--- config.mk ---
export PLATFORM = sky130hd
export DESIGN_NAME = ppsc_pad_cfg
export DESIGN_NICKNAME = d
export VERILOG_FILES = /design/src/logic/ppsc_masked_reg.v /design/src/logic/ppsc_pad_cfg.v
export VERILOG_INCLUDE_DIRS = /design/src /design/src/logic
export SDC_FILE = /design/constraint.sdc
export NUM_CORES = 1
export LEC_CHECK = 0
export ABC_AREA = 0
export ABC_CLOCK_PERIOD_IN_PS = 1900
export BUFFER_PORTS_ARGS = -buffer_cell sky130_fd_sc_hd__clkbuf_2
export CAP_MARGIN = 20
export CELL_PAD_IN_SITES_DETAIL_PLACEMENT = 0
export CELL_PAD_IN_SITES_GLOBAL_PLACEMENT = 1
export CORE_UTILIZATION = 36
export DETAILED_ROUTE_END_ITERATION = 10
export PLACE_DENSITY = 0.83
export SYNTH_ARGS = -nofsm -noshare
export SYNTH_HDL_FRONTEND = slang
export SYNTH_SLANG_ARGS = --single-unit
--- constraint.sdc ---
create_clock -name mclk -period 1.9 [get_ports mclk]
set_input_delay 0.19 -clock mclk [delete_from_list [all_inputs] [get_ports mclk]]
set_output_delay 0.19 -clock mclk [all_outputs]
set_load 0.05 [all_outputs]
--- src/logic/ppsc_defs.vh ---
// Constants for the pad pull and slew configuration register bank.
`ifndef PPSC_DEFS_VH
`define PPSC_DEFS_VH
`define PPSC_OFS_PULL_P3D     8'h8c
`define PPSC_OFS_SLEW_P1A     8'h90
`define PPSC_OFS_SLEW_P1B     8'h94
`define PPSC_ADDR_W           8
`define PPSC_HALF_W           16
`define PPSC_MASK_LSB         16
`define PPSC_SLEW_W           8
`define PPSC_PULL_RESET       16'h00aa
`define PPSC_SLEW_RESET       8'h00
`define PPSC_PULL_Z           2'b00
`define PPSC_PULL_UP          2'b01
`define PPSC_PULL_DOWN        2'b10
`define PPSC_PULL_KEEP        2'b11
`define PPSC_HTRANS_NONSEQ    2'b10
`define PPSC_HSIZE_WORD       3'b010
`define PPSC_HRESP_OKAY       1'b0
`endif

--- src/logic/ppsc_masked_reg.v ---
// One configuration register whose low half is written under the mask in the high half.
`timescale 1ns/1ns
`default_nettype none
`include "ppsc_defs.vh"
module ppsc_masked_reg #(
  parameter             WIDTH     = 16,
  parameter [WIDTH-1:0] RESET_VAL = {WIDTH{1'b0}}
) (
  input  wire                    mclk,
  input  wire                    reset,
  input  wire                    wr_en,
  input  wire [31:0]             wr_data,
  output reg  [WIDTH-1:0]        value_reg
);
  wire [WIDTH-1:0] mask;
  wire [WIDTH-1:0] value_next;

  // Bits above WIDTH are never stored, so their writes vanish.
  assign mask       = wr_data[`PPSC_MASK_LSB +: WIDTH];
  // Each low bit takes the written value only where its enable bit is one.
  assign value_next = (value_reg & ~mask) | (wr_data[WIDTH-1:0] & mask);

  always @(posedge mclk) begin
    if (reset) begin
      value_reg <= RESET_VAL;
    end else if (wr_en) begin
      value_reg <= value_next;
    end
  end
endmodule
`default_nettype wire

--- src/logic/ppsc_pad_cfg.v ---
// AHB-Lite slave holding the pad pull and slew configuration registers.
`timescale 1ns/1ns
`default_nettype none
`include "ppsc_defs.vh"
// Notes on behaviour
// - A write changes low bit n only where written bit n+16 is one.
// - A zero enable bit keeps the stored bit whatever data it carries.
// - Slew low byte bit k sets pin k speed: zero slow, one fast.
// - Slew bits 15 to 8 read zero and ignore writes.
// - Pull pin k uses bits 2k+1:2k: Z, pull-up, pull-down, keeper.
module ppsc_pad_cfg (
  input  wire        mclk,
  input  wire        reset,
  input  wire        hsel,
  input  wire [31:0] haddr,
  input  wire [1:0]  htrans,
  input  wire        hwrite,
  input  wire [2:0]  hsize,
  input  wire [31:0] hwdata,
  input  wire        hready,
  output reg  [31:0] hrdata,
  output reg         hreadyout,
  output reg         hresp,
  output reg  [15:0] port3_d_pull,
  output reg  [7:0]  port1_a_slew,
  output reg  [7:0]  port1_b_slew
);
  // Address phase captured for the data phase that follows.
  reg                     wr_pend_reg;
  reg [`PPSC_ADDR_W-1:0]  wr_addr_reg;
  reg [31:0]              rd_next;
  reg [15:0]              pull_rd;
  reg [15:0]              slew_a_rd;
  reg [15:0]              slew_b_rd;
  wire                    take;
  wire [15:0]             pull_q;
  wire [7:0]              slew_a_q;
  wire [7:0]              slew_b_q;

  // Only word-sized transfers are acted on; others complete OKAY with no effect.
  assign take = hsel && hready && htrans[1] && (hsize == `PPSC_HSIZE_WORD);

  function sel_hit;
    input [`PPSC_ADDR_W-1:0] a;
    input [`PPSC_ADDR_W-1:0] ofs;
    begin
      sel_hit = (a == ofs);
    end
  endfunction

  // Value a register holds once a pending masked write has landed.
  function [15:0] fwd_merge;
    input [15:0] old_val;
    input [31:0] wdata;
    begin
      fwd_merge = (old_val & ~wdata[`PPSC_MASK_LSB +: `PPSC_HALF_W]) |
                  (wdata[`PPSC_HALF_W-1:0] & wdata[`PPSC_MASK_LSB +: `PPSC_HALF_W]);
    end
  endfunction

  always @(posedge mclk) begin
    if (reset) begin
      wr_pend_reg <= 1'b0;
      wr_addr_reg <= {`PPSC_ADDR_W{1'b0}};
      hrdata      <= 32'h0000_0000;
      hreadyout   <= 1'b1;
      hresp       <= `PPSC_HRESP_OKAY;
    end else begin
      wr_pend_reg <= take && hwrite;
      wr_addr_reg <= haddr[`PPSC_ADDR_W-1:0];
      hreadyout   <= 1'b1;
      hresp       <= `PPSC_HRESP_OKAY;
      if (take && !hwrite) begin
        hrdata <= rd_next;
      end
    end
  end

  // The write mask half reads back as zero; unmapped words read zero.
  // A write whose data phase ends on a read's address edge is merged in, so the read never returns stale data.
  always @* begin
    pull_rd   = pull_q;
    slew_a_rd = {8'h00, slew_a_q};
    slew_b_rd = {8'h00, slew_b_q};
    if (wr_pend_reg && sel_hit(wr_addr_reg, `PPSC_OFS_PULL_P3D)) begin
      pull_rd = fwd_merge(pull_q, hwdata);
    end
    if (wr_pend_reg && sel_hit(wr_addr_reg, `PPSC_OFS_SLEW_P1A)) begin
      slew_a_rd = fwd_merge({8'h00, slew_a_q}, hwdata);
    end
    if (wr_pend_reg && sel_hit(wr_addr_reg, `PPSC_OFS_SLEW_P1B)) begin
      slew_b_rd = fwd_merge({8'h00, slew_b_q}, hwdata);
    end
    rd_next = 32'h0000_0000;
    if (sel_hit(haddr[`PPSC_ADDR_W-1:0], `PPSC_OFS_PULL_P3D)) begin
      rd_next = {16'h0000, pull_rd};
    end else if (sel_hit(haddr[`PPSC_ADDR_W-1:0], `PPSC_OFS_SLEW_P1A)) begin
      rd_next = {24'h00_0000, slew_a_rd[`PPSC_SLEW_W-1:0]};
    end else if (sel_hit(haddr[`PPSC_ADDR_W-1:0], `PPSC_OFS_SLEW_P1B)) begin
      rd_next = {24'h00_0000, slew_b_rd[`PPSC_SLEW_W-1:0]};
    end
  end

  ppsc_masked_reg #(.WIDTH(`PPSC_HALF_W), .RESET_VAL(`PPSC_PULL_RESET)) u_pull (
    .mclk      (mclk),
    .reset     (reset),
    .wr_en     (wr_pend_reg && sel_hit(wr_addr_reg, `PPSC_OFS_PULL_P3D)),
    .wr_data   (hwdata),
    .value_reg (pull_q)
  );

  ppsc_masked_reg #(.WIDTH(`PPSC_SLEW_W), .RESET_VAL(`PPSC_SLEW_RESET)) u_slew_a (
    .mclk      (mclk),
    .reset     (reset),
    .wr_en     (wr_pend_reg && sel_hit(wr_addr_reg, `PPSC_OFS_SLEW_P1A)),
    .wr_data   (hwdata),
    .value_reg (slew_a_q)
  );

  ppsc_masked_reg #(.WIDTH(`PPSC_SLEW_W), .RESET_VAL(`PPSC_SLEW_RESET)) u_slew_b (
    .mclk      (mclk),
    .reset     (reset),
    .wr_en     (wr_pend_reg && sel_hit(wr_addr_reg, `PPSC_OFS_SLEW_P1B)),
    .wr_data   (hwdata),
    .value_reg (slew_b_q)
  );

  // Pad outputs are retimed so they come straight from flip-flops; they lag the register by one cycle.
  always @(posedge mclk) begin
    if (reset) begin
      port3_d_pull <= `PPSC_PULL_RESET;
      port1_a_slew <= `PPSC_SLEW_RESET;
      port1_b_slew <= `PPSC_SLEW_RESET;
    end else begin
      port3_d_pull <= pull_q;
      port1_a_slew <= slew_a_q;
      port1_b_slew <= slew_b_q;
    end
  end
endmodule
`default_nettype wire

Word level (Yosys, flattened, before mapping). Cells that the tools add are included.

Input port bits: 74. Output and inout bits: 66. Flip-flop bits (word level): 105.

Reduce and logical (&&, ||, !) cells: 9. Equality and inequality tests: 7. Bitwise logic cells: 14. Muxes and demuxes: 6.

Operator list (number): == test 8 bit, second input constant (6); bitwise AND 8 bit (5); bitwise AND 16 bit (2); two-way mux 16 bit (2); two-way mux 8 bit (4); bitwise OR 8 bit (4); inverter 16 bit (1); bitwise OR 16 bit (1); logical AND 1 bit (8); inverter 8 bit (1); == test 3 x 2 -> 1 bit, second input constant (1); zero test 1 bit (1).

Logic depth before layout (Yosys ltp).
Word-level depth: 7. Mapped depth: 7. Mapped depth without buffers: 5.

Modules after synthesis. Synthesis repeated with hierarchy kept, for this count alone.

Cell total of the unflattened synthesis: 395. Area, all modules: 3890.0 µm².

Modules (own cells, without submodules): ppsc_pad_cfg (area each 2544.9 µm², cells an instance 261, instances 1, sequential area each 1141.1 µm²); ppsc_masked_reg at u_slew_a ... (area each 346.6 µm², cells an instance 35, instances 2, sequential area each 160.2 µm²); ppsc_masked_reg at u_pull (area each 651.9 µm², cells an instance 64, instances 1, sequential area each 320.3 µm²).

Worst setup path before layout. OpenSTA, ideal clock, no wires.

Path kind: reg-to-reg. Start point: reg wr_addr_reg[5]. End point: reg hrdata[7]. Slack: 376 ps. Stages on the path, launching flop included: 7. Data arrival time: 1407 ps. Setup time: 117 ps. Buffers on the path: 1. Cells stage by stage: dfxtp_1 > nor3b_4 > buf_4 > nand4_4 > mux2i_1 > o221ai_1 > a22o_1.

Longest elaborated chain between the ends: 6. Elaborated cells on any way between the ends: 12.

RTL lines: start, declared (line ppsc_pad_cfg.v:30) `` reg [`PPSC_ADDR_W-1:0] wr_addr_reg; ``; start signal, assigned (line ppsc_pad_cfg.v:64) `` wr_addr_reg <= {`PPSC_ADDR_W{1'b0}}; ``; start signal, assigned (line ppsc_pad_cfg.v:70) `` wr_addr_reg <= haddr[`PPSC_ADDR_W-1:0]; ``; == test 8 bit (line ppsc_pad_cfg.v:47) `sel_hit = (a == ofs);`; logical AND 1 bit (line ppsc_pad_cfg.v:91) `` if (wr_pend_reg && sel_hit(wr_addr_reg, `PPSC_OFS_SLEW_P1B)) begin ``; two-way mux 8 bit (line ppsc_pad_cfg.v:91); two-way mux 8 bit (line ppsc_pad_cfg.v:99) `` end else if (sel_hit(haddr[`PPSC_ADDR_W-1:0], `PPSC_OFS_SLEW_P1B)) begin ``; two-way mux 8 bit (line ppsc_pad_cfg.v:97) `` end else if (sel_hit(haddr[`PPSC_ADDR_W-1:0], `PPSC_OFS_SLEW_P1A)) begin ``; two-way mux 16 bit * (line ppsc_pad_cfg.v:95) `` if (sel_hit(haddr[`PPSC_ADDR_W-1:0], `PPSC_OFS_PULL_P3D)) begin ``; end signal, assigned (line ppsc_pad_cfg.v:74) `hrdata <= rd_next;`; end, declared (line ppsc_pad_cfg.v:21) `output reg [31:0] hrdata,`.

Every way passes the cells marked *; elsewhere a longest branch is shown, timed or not. A chain may end at the register's enable or synchronous reset.

Worst setup path after layout.
Start point: reg wr_addr_reg[0]. End point: reg hrdata[6].

The elaborated chain is that of the path after synthesis.

==> reports/metrics.json <==
{
  "sta": {
    "final_cycle_share_pct": 86.4,
    "max-slew-margin-rel_pct": 58.5,
    "hold_viol": 0,
    "layout_min_cycle_time_ns": 1.64,
    "transition_time_at_the_pin_with_the_least_slew_margin_ns": 0.620,
    "timing.final.setup_violations": 0,
    "timing.fmax_mhz": 609,
    "fin_skew_ns": 0.0113,
    "worst_setup_slack_final_ns": 0.259,
    "unrepaired_setup_endpoints_after_global_routing": "false",
    "maxSlewViolCount": 0,
    "holdWs_ns": 0.0735,
    "fin_tns_setup_ns": 0
  },
  "logic_synthesis": {
    "postSynthRegisterBits": 89,
    "synth_area_per_cell_um2": 10.4,
    "sequential_share_of_the_synthesized_area_pct": 51.4,
    "synth_enable_flop_cells": 0,
    "ys_async_sr_fraction_pct": 0,
    "synthCells": 333,
    "synth_cell_types": 36,
    "yosysWarnings": 0,
    "mappedNetlistArea_um2": 3470,
    "top_flip_flop_cell_by_instance_count_after_synthesis": "sky130_fd_sc_hd__dfxtp_1"
  },
  "pwr": {
    "vdd_drop_max_mv": 0.321,
    "power.density_nw_per_um2": 811,
    "p_total_mw": 3.44,
    "power.static_leakage_nw": 2.02
  },
  "placement": {
    "post_dp_cell_area_um2": 4040,
    "hpwlAfterDp_mm": 5.38,
    "placement.setup.worst_slack_ns": 0.154,
    "io_buffers": 96,
    "globalplace.congestion": 0.751
  },
  "floorplanning": {
    "die-height_um": 100,
    "chip_width_um": 100,
    "floorplan.initialDensity_pct": 37.4,
    "design.core.area_um2": 9280,
    "i_o_pin_cnt": 140,
    "dieArea_um2": 10000,
    "fp-row-count": 35
  },
  "critical_path": {
    "cpLargestDelayFamily": "simple AND/OR/NAND/NOR gates",
    "cpPeakStageDelay_ns": 0.32,
    "worstPathCellList": "and4bb_1 -> buf_12 -> nand4_1 -> mux2i_1 -> o221ai_1 -> a22o_1",
    "worst-endpoint-arrival_ns": 1.89,
    "critPathBufInv": 1,
    "timing.critical_path.required_ns": 2.15,
    "rr_startpoint": "wr_addr_reg[0]$_SDFF_PP0_",
    "critical_path_class": "reg -> reg",
    "end_kind": "flop",
    "setup.reg_to_reg.worst_slack_ns": 0.26,
    "critical_path.max_fanout": 18,
    "setup.worst_path.start": "wr_addr_reg[0]$_SDFF_PP0_",
    "cp_slowest_cell": "sky130_fd_sc_hd__dfxtp_1",
    "cp-start-kind": "flop"
  },
  "drt": {
    "vias": 2677,
    "drt_pass1_iterations": 4,
    "drt-vias-per-instance": 4.75,
    "drt_first_iter_violations": 164,
    "drt_wl_total_mm": 7.61,
    "drc": 0,
    "ant_nets": 0,
    "wire_per_inst_um": 13.5
  },
  "clocking": {
    "ctsHtreeMaxLevel": 3,
    "path_clk_slew_ns": 0.08,
    "cts_buffers": 9,
    "post_cts_hold_buffer_count": 0,
    "ctsRootBufferMaster": "sky130_fd_sc_hd__clkbuf_8",
    "clock_sinks": 89,
    "worst_skew_pair.late_latency_ns": 0.35,
    "cts_post_setup_buffers_inserted": 0,
    "tritoncts": "done",
    "clk_path_buf_depth": 2
  },
  "cells_and_area": {
    "post-route-cell-area_um2": 4250,
    "post_route_cells_drive_above_1_share_pct": 31.6,
    "num-fill-cells": 940,
    "insertedDiodeCount": 0,
    "synthToLayoutAreaGrowth_pct": 22.4,
    "num-nets-final": 504
  },
  "min_path": {
    "hold_class": "in -> reg",
    "worst_hold_startpoint": "haddr[7]"
  },
  "global_routing": {
    "grt_max_degree": 82,
    "groute.usage.overall_pct": 15.6,
    "grt_overflow": 0,
    "grt_first_pass_wirelength_mm": 12.0,
    "number_of_antenna_violations_at_the_first_check_in_global_routing": 0,
    "first_global_vias": 2483
  },
  "status": {
    "status": "complete, no violations"
  },
  "run": {
    "max-cap-violations": 0
  }
}
-- cells in the mapped netlist (2+ instances only) --
master	instances	area [µm²]
sky130_fd_sc_hd__buf_6	2	22.5
sky130_fd_sc_hd__mux2i_1	31	310
sky130_fd_sc_hd__nand4b_2	2	30.0
sky130_fd_sc_hd__o221ai_1	8	70.1
sky130_fd_sc_hd__nand4_1	24	150
sky130_fd_sc_hd__a22o_1	8	70.1
sky130_fd_sc_hd__nand2b_1	7	43.8
sky130_fd_sc_hd__clkbuf_1	10	37.5
sky130_fd_sc_hd__or2_2	4	25.0
sky130_fd_sc_hd__and2b_1	8	60.1
sky130_fd_sc_hd__a21oi_1	8	40.0
sky130_fd_sc_hd__dfxtp_1	89	1780
sky130_fd_sc_hd__nor2b_1	38	238
sky130_fd_sc_hd__buf_1	2	7.51
sky130_fd_sc_hd__o31ai_1	7	52.6
sky130_fd_sc_hd__buf_4	22	165
sky130_fd_sc_hd__nor2_1	28	105
sky130_fd_sc_hd__nand2_1	16	60.1
sky130_fd_sc_hd__conb_1	2	7.51
-- cells in the final DEF, fill, tap and decap left out, types with 4 or more instances in the layout --
master                     instances
sky130_fd_sc_hd__clkbuf_2         96
sky130_fd_sc_hd__dfxtp_1          89
sky130_fd_sc_hd__nor2b_1          38
sky130_fd_sc_hd__mux2i_1          31
sky130_fd_sc_hd__nor2_1           28
sky130_fd_sc_hd__nand4_1          24
sky130_fd_sc_hd__conb_1           18
sky130_fd_sc_hd__nand2_1          16
sky130_fd_sc_hd__clkbuf_8         11
sky130_fd_sc_hd__buf_4             9
sky130_fd_sc_hd__a21oi_1           8
sky130_fd_sc_hd__and2b_1           8
sky130_fd_sc_hd__o221ai_1          8
sky130_fd_sc_hd__a22o_1            8
sky130_fd_sc_hd__nand2b_1          7
sky130_fd_sc_hd__o31ai_1           7
sky130_fd_sc_hd__or2_2             4
-- cells by family (layout without fill, tap and decap cells) --
logic type / Yosys count / count (layout) / synth area share [%]
simple gates: 140 / 140 / 24.8
flops: 89 / 89 / 51.4
buf+inv: 38 / 123 / 7.43
other cells: 2 / 18 / 0.216
mux: 31 / 31 / 8.94
compound gates: 33 / 33 / 7.25
-- area by class of cell --
| class | count | area (µm²) | area share, % |
|---|---|---|---|
| multi-input combinational | 222 | 1490 | 35.1 |
| sequential | 89 | 1780 | 42.0 |
| clock inverter | 4 | 52.6 | 1.24 |
| timing repair buffer | 108 | 608 | 14.3 |
| clock buffer | 11 | 151 | 3.57 |
| tap | 129 | 161 | 3.80 |
-- per-layer routing --
metal / share of wire, % / vias up / global-route usage [%]
met5: 0 / - / 0
met4: 2.0 / 0 / 7.80
met3: 6.5 / 11 / 3.62
met2: 48 / 88 / 24.9
met1: 43 / 1264 / 19.9
li1: - / 1314 / -
-- through the flow --
step,instances,utilization (%)
CTS,563,45.7
global route,563,45.7
floorplan,349,-
detailed placement,548,43.5
finish,563,45.7
global placement,548,43.5
-- worst paths after layout --
path	endpoint	cells past startpoint
setup / recovery	hrdata[6]$_SDFFE_PP0P_	6
hold / removal	wr_addr_reg[7]$_SDFF_PP0_	2
setup reg to reg	hrdata[6]$_SDFFE_PP0P_	6
hold reg to reg	port3_d_pull[5]$_SDFF_PP1_	1
-- report_power, final --
part / total [mW] / internal (mW) / switching [mW]
clock: 1.32 / 0.675 / 0.643
sequential: 1.88 / 1.87 / 0.00445
combinational: 0.248 / 0.0759 / 0.172
total: 3.44 / 2.62 / 0.820
-- what timing repair did --
action                                  in CTS  in global routing
hold endpoints to repair                     0                  0
endpoints found under the setup margin       0                  4
resized for setup                            0                  1
Power figures use the tool's default switching activity.
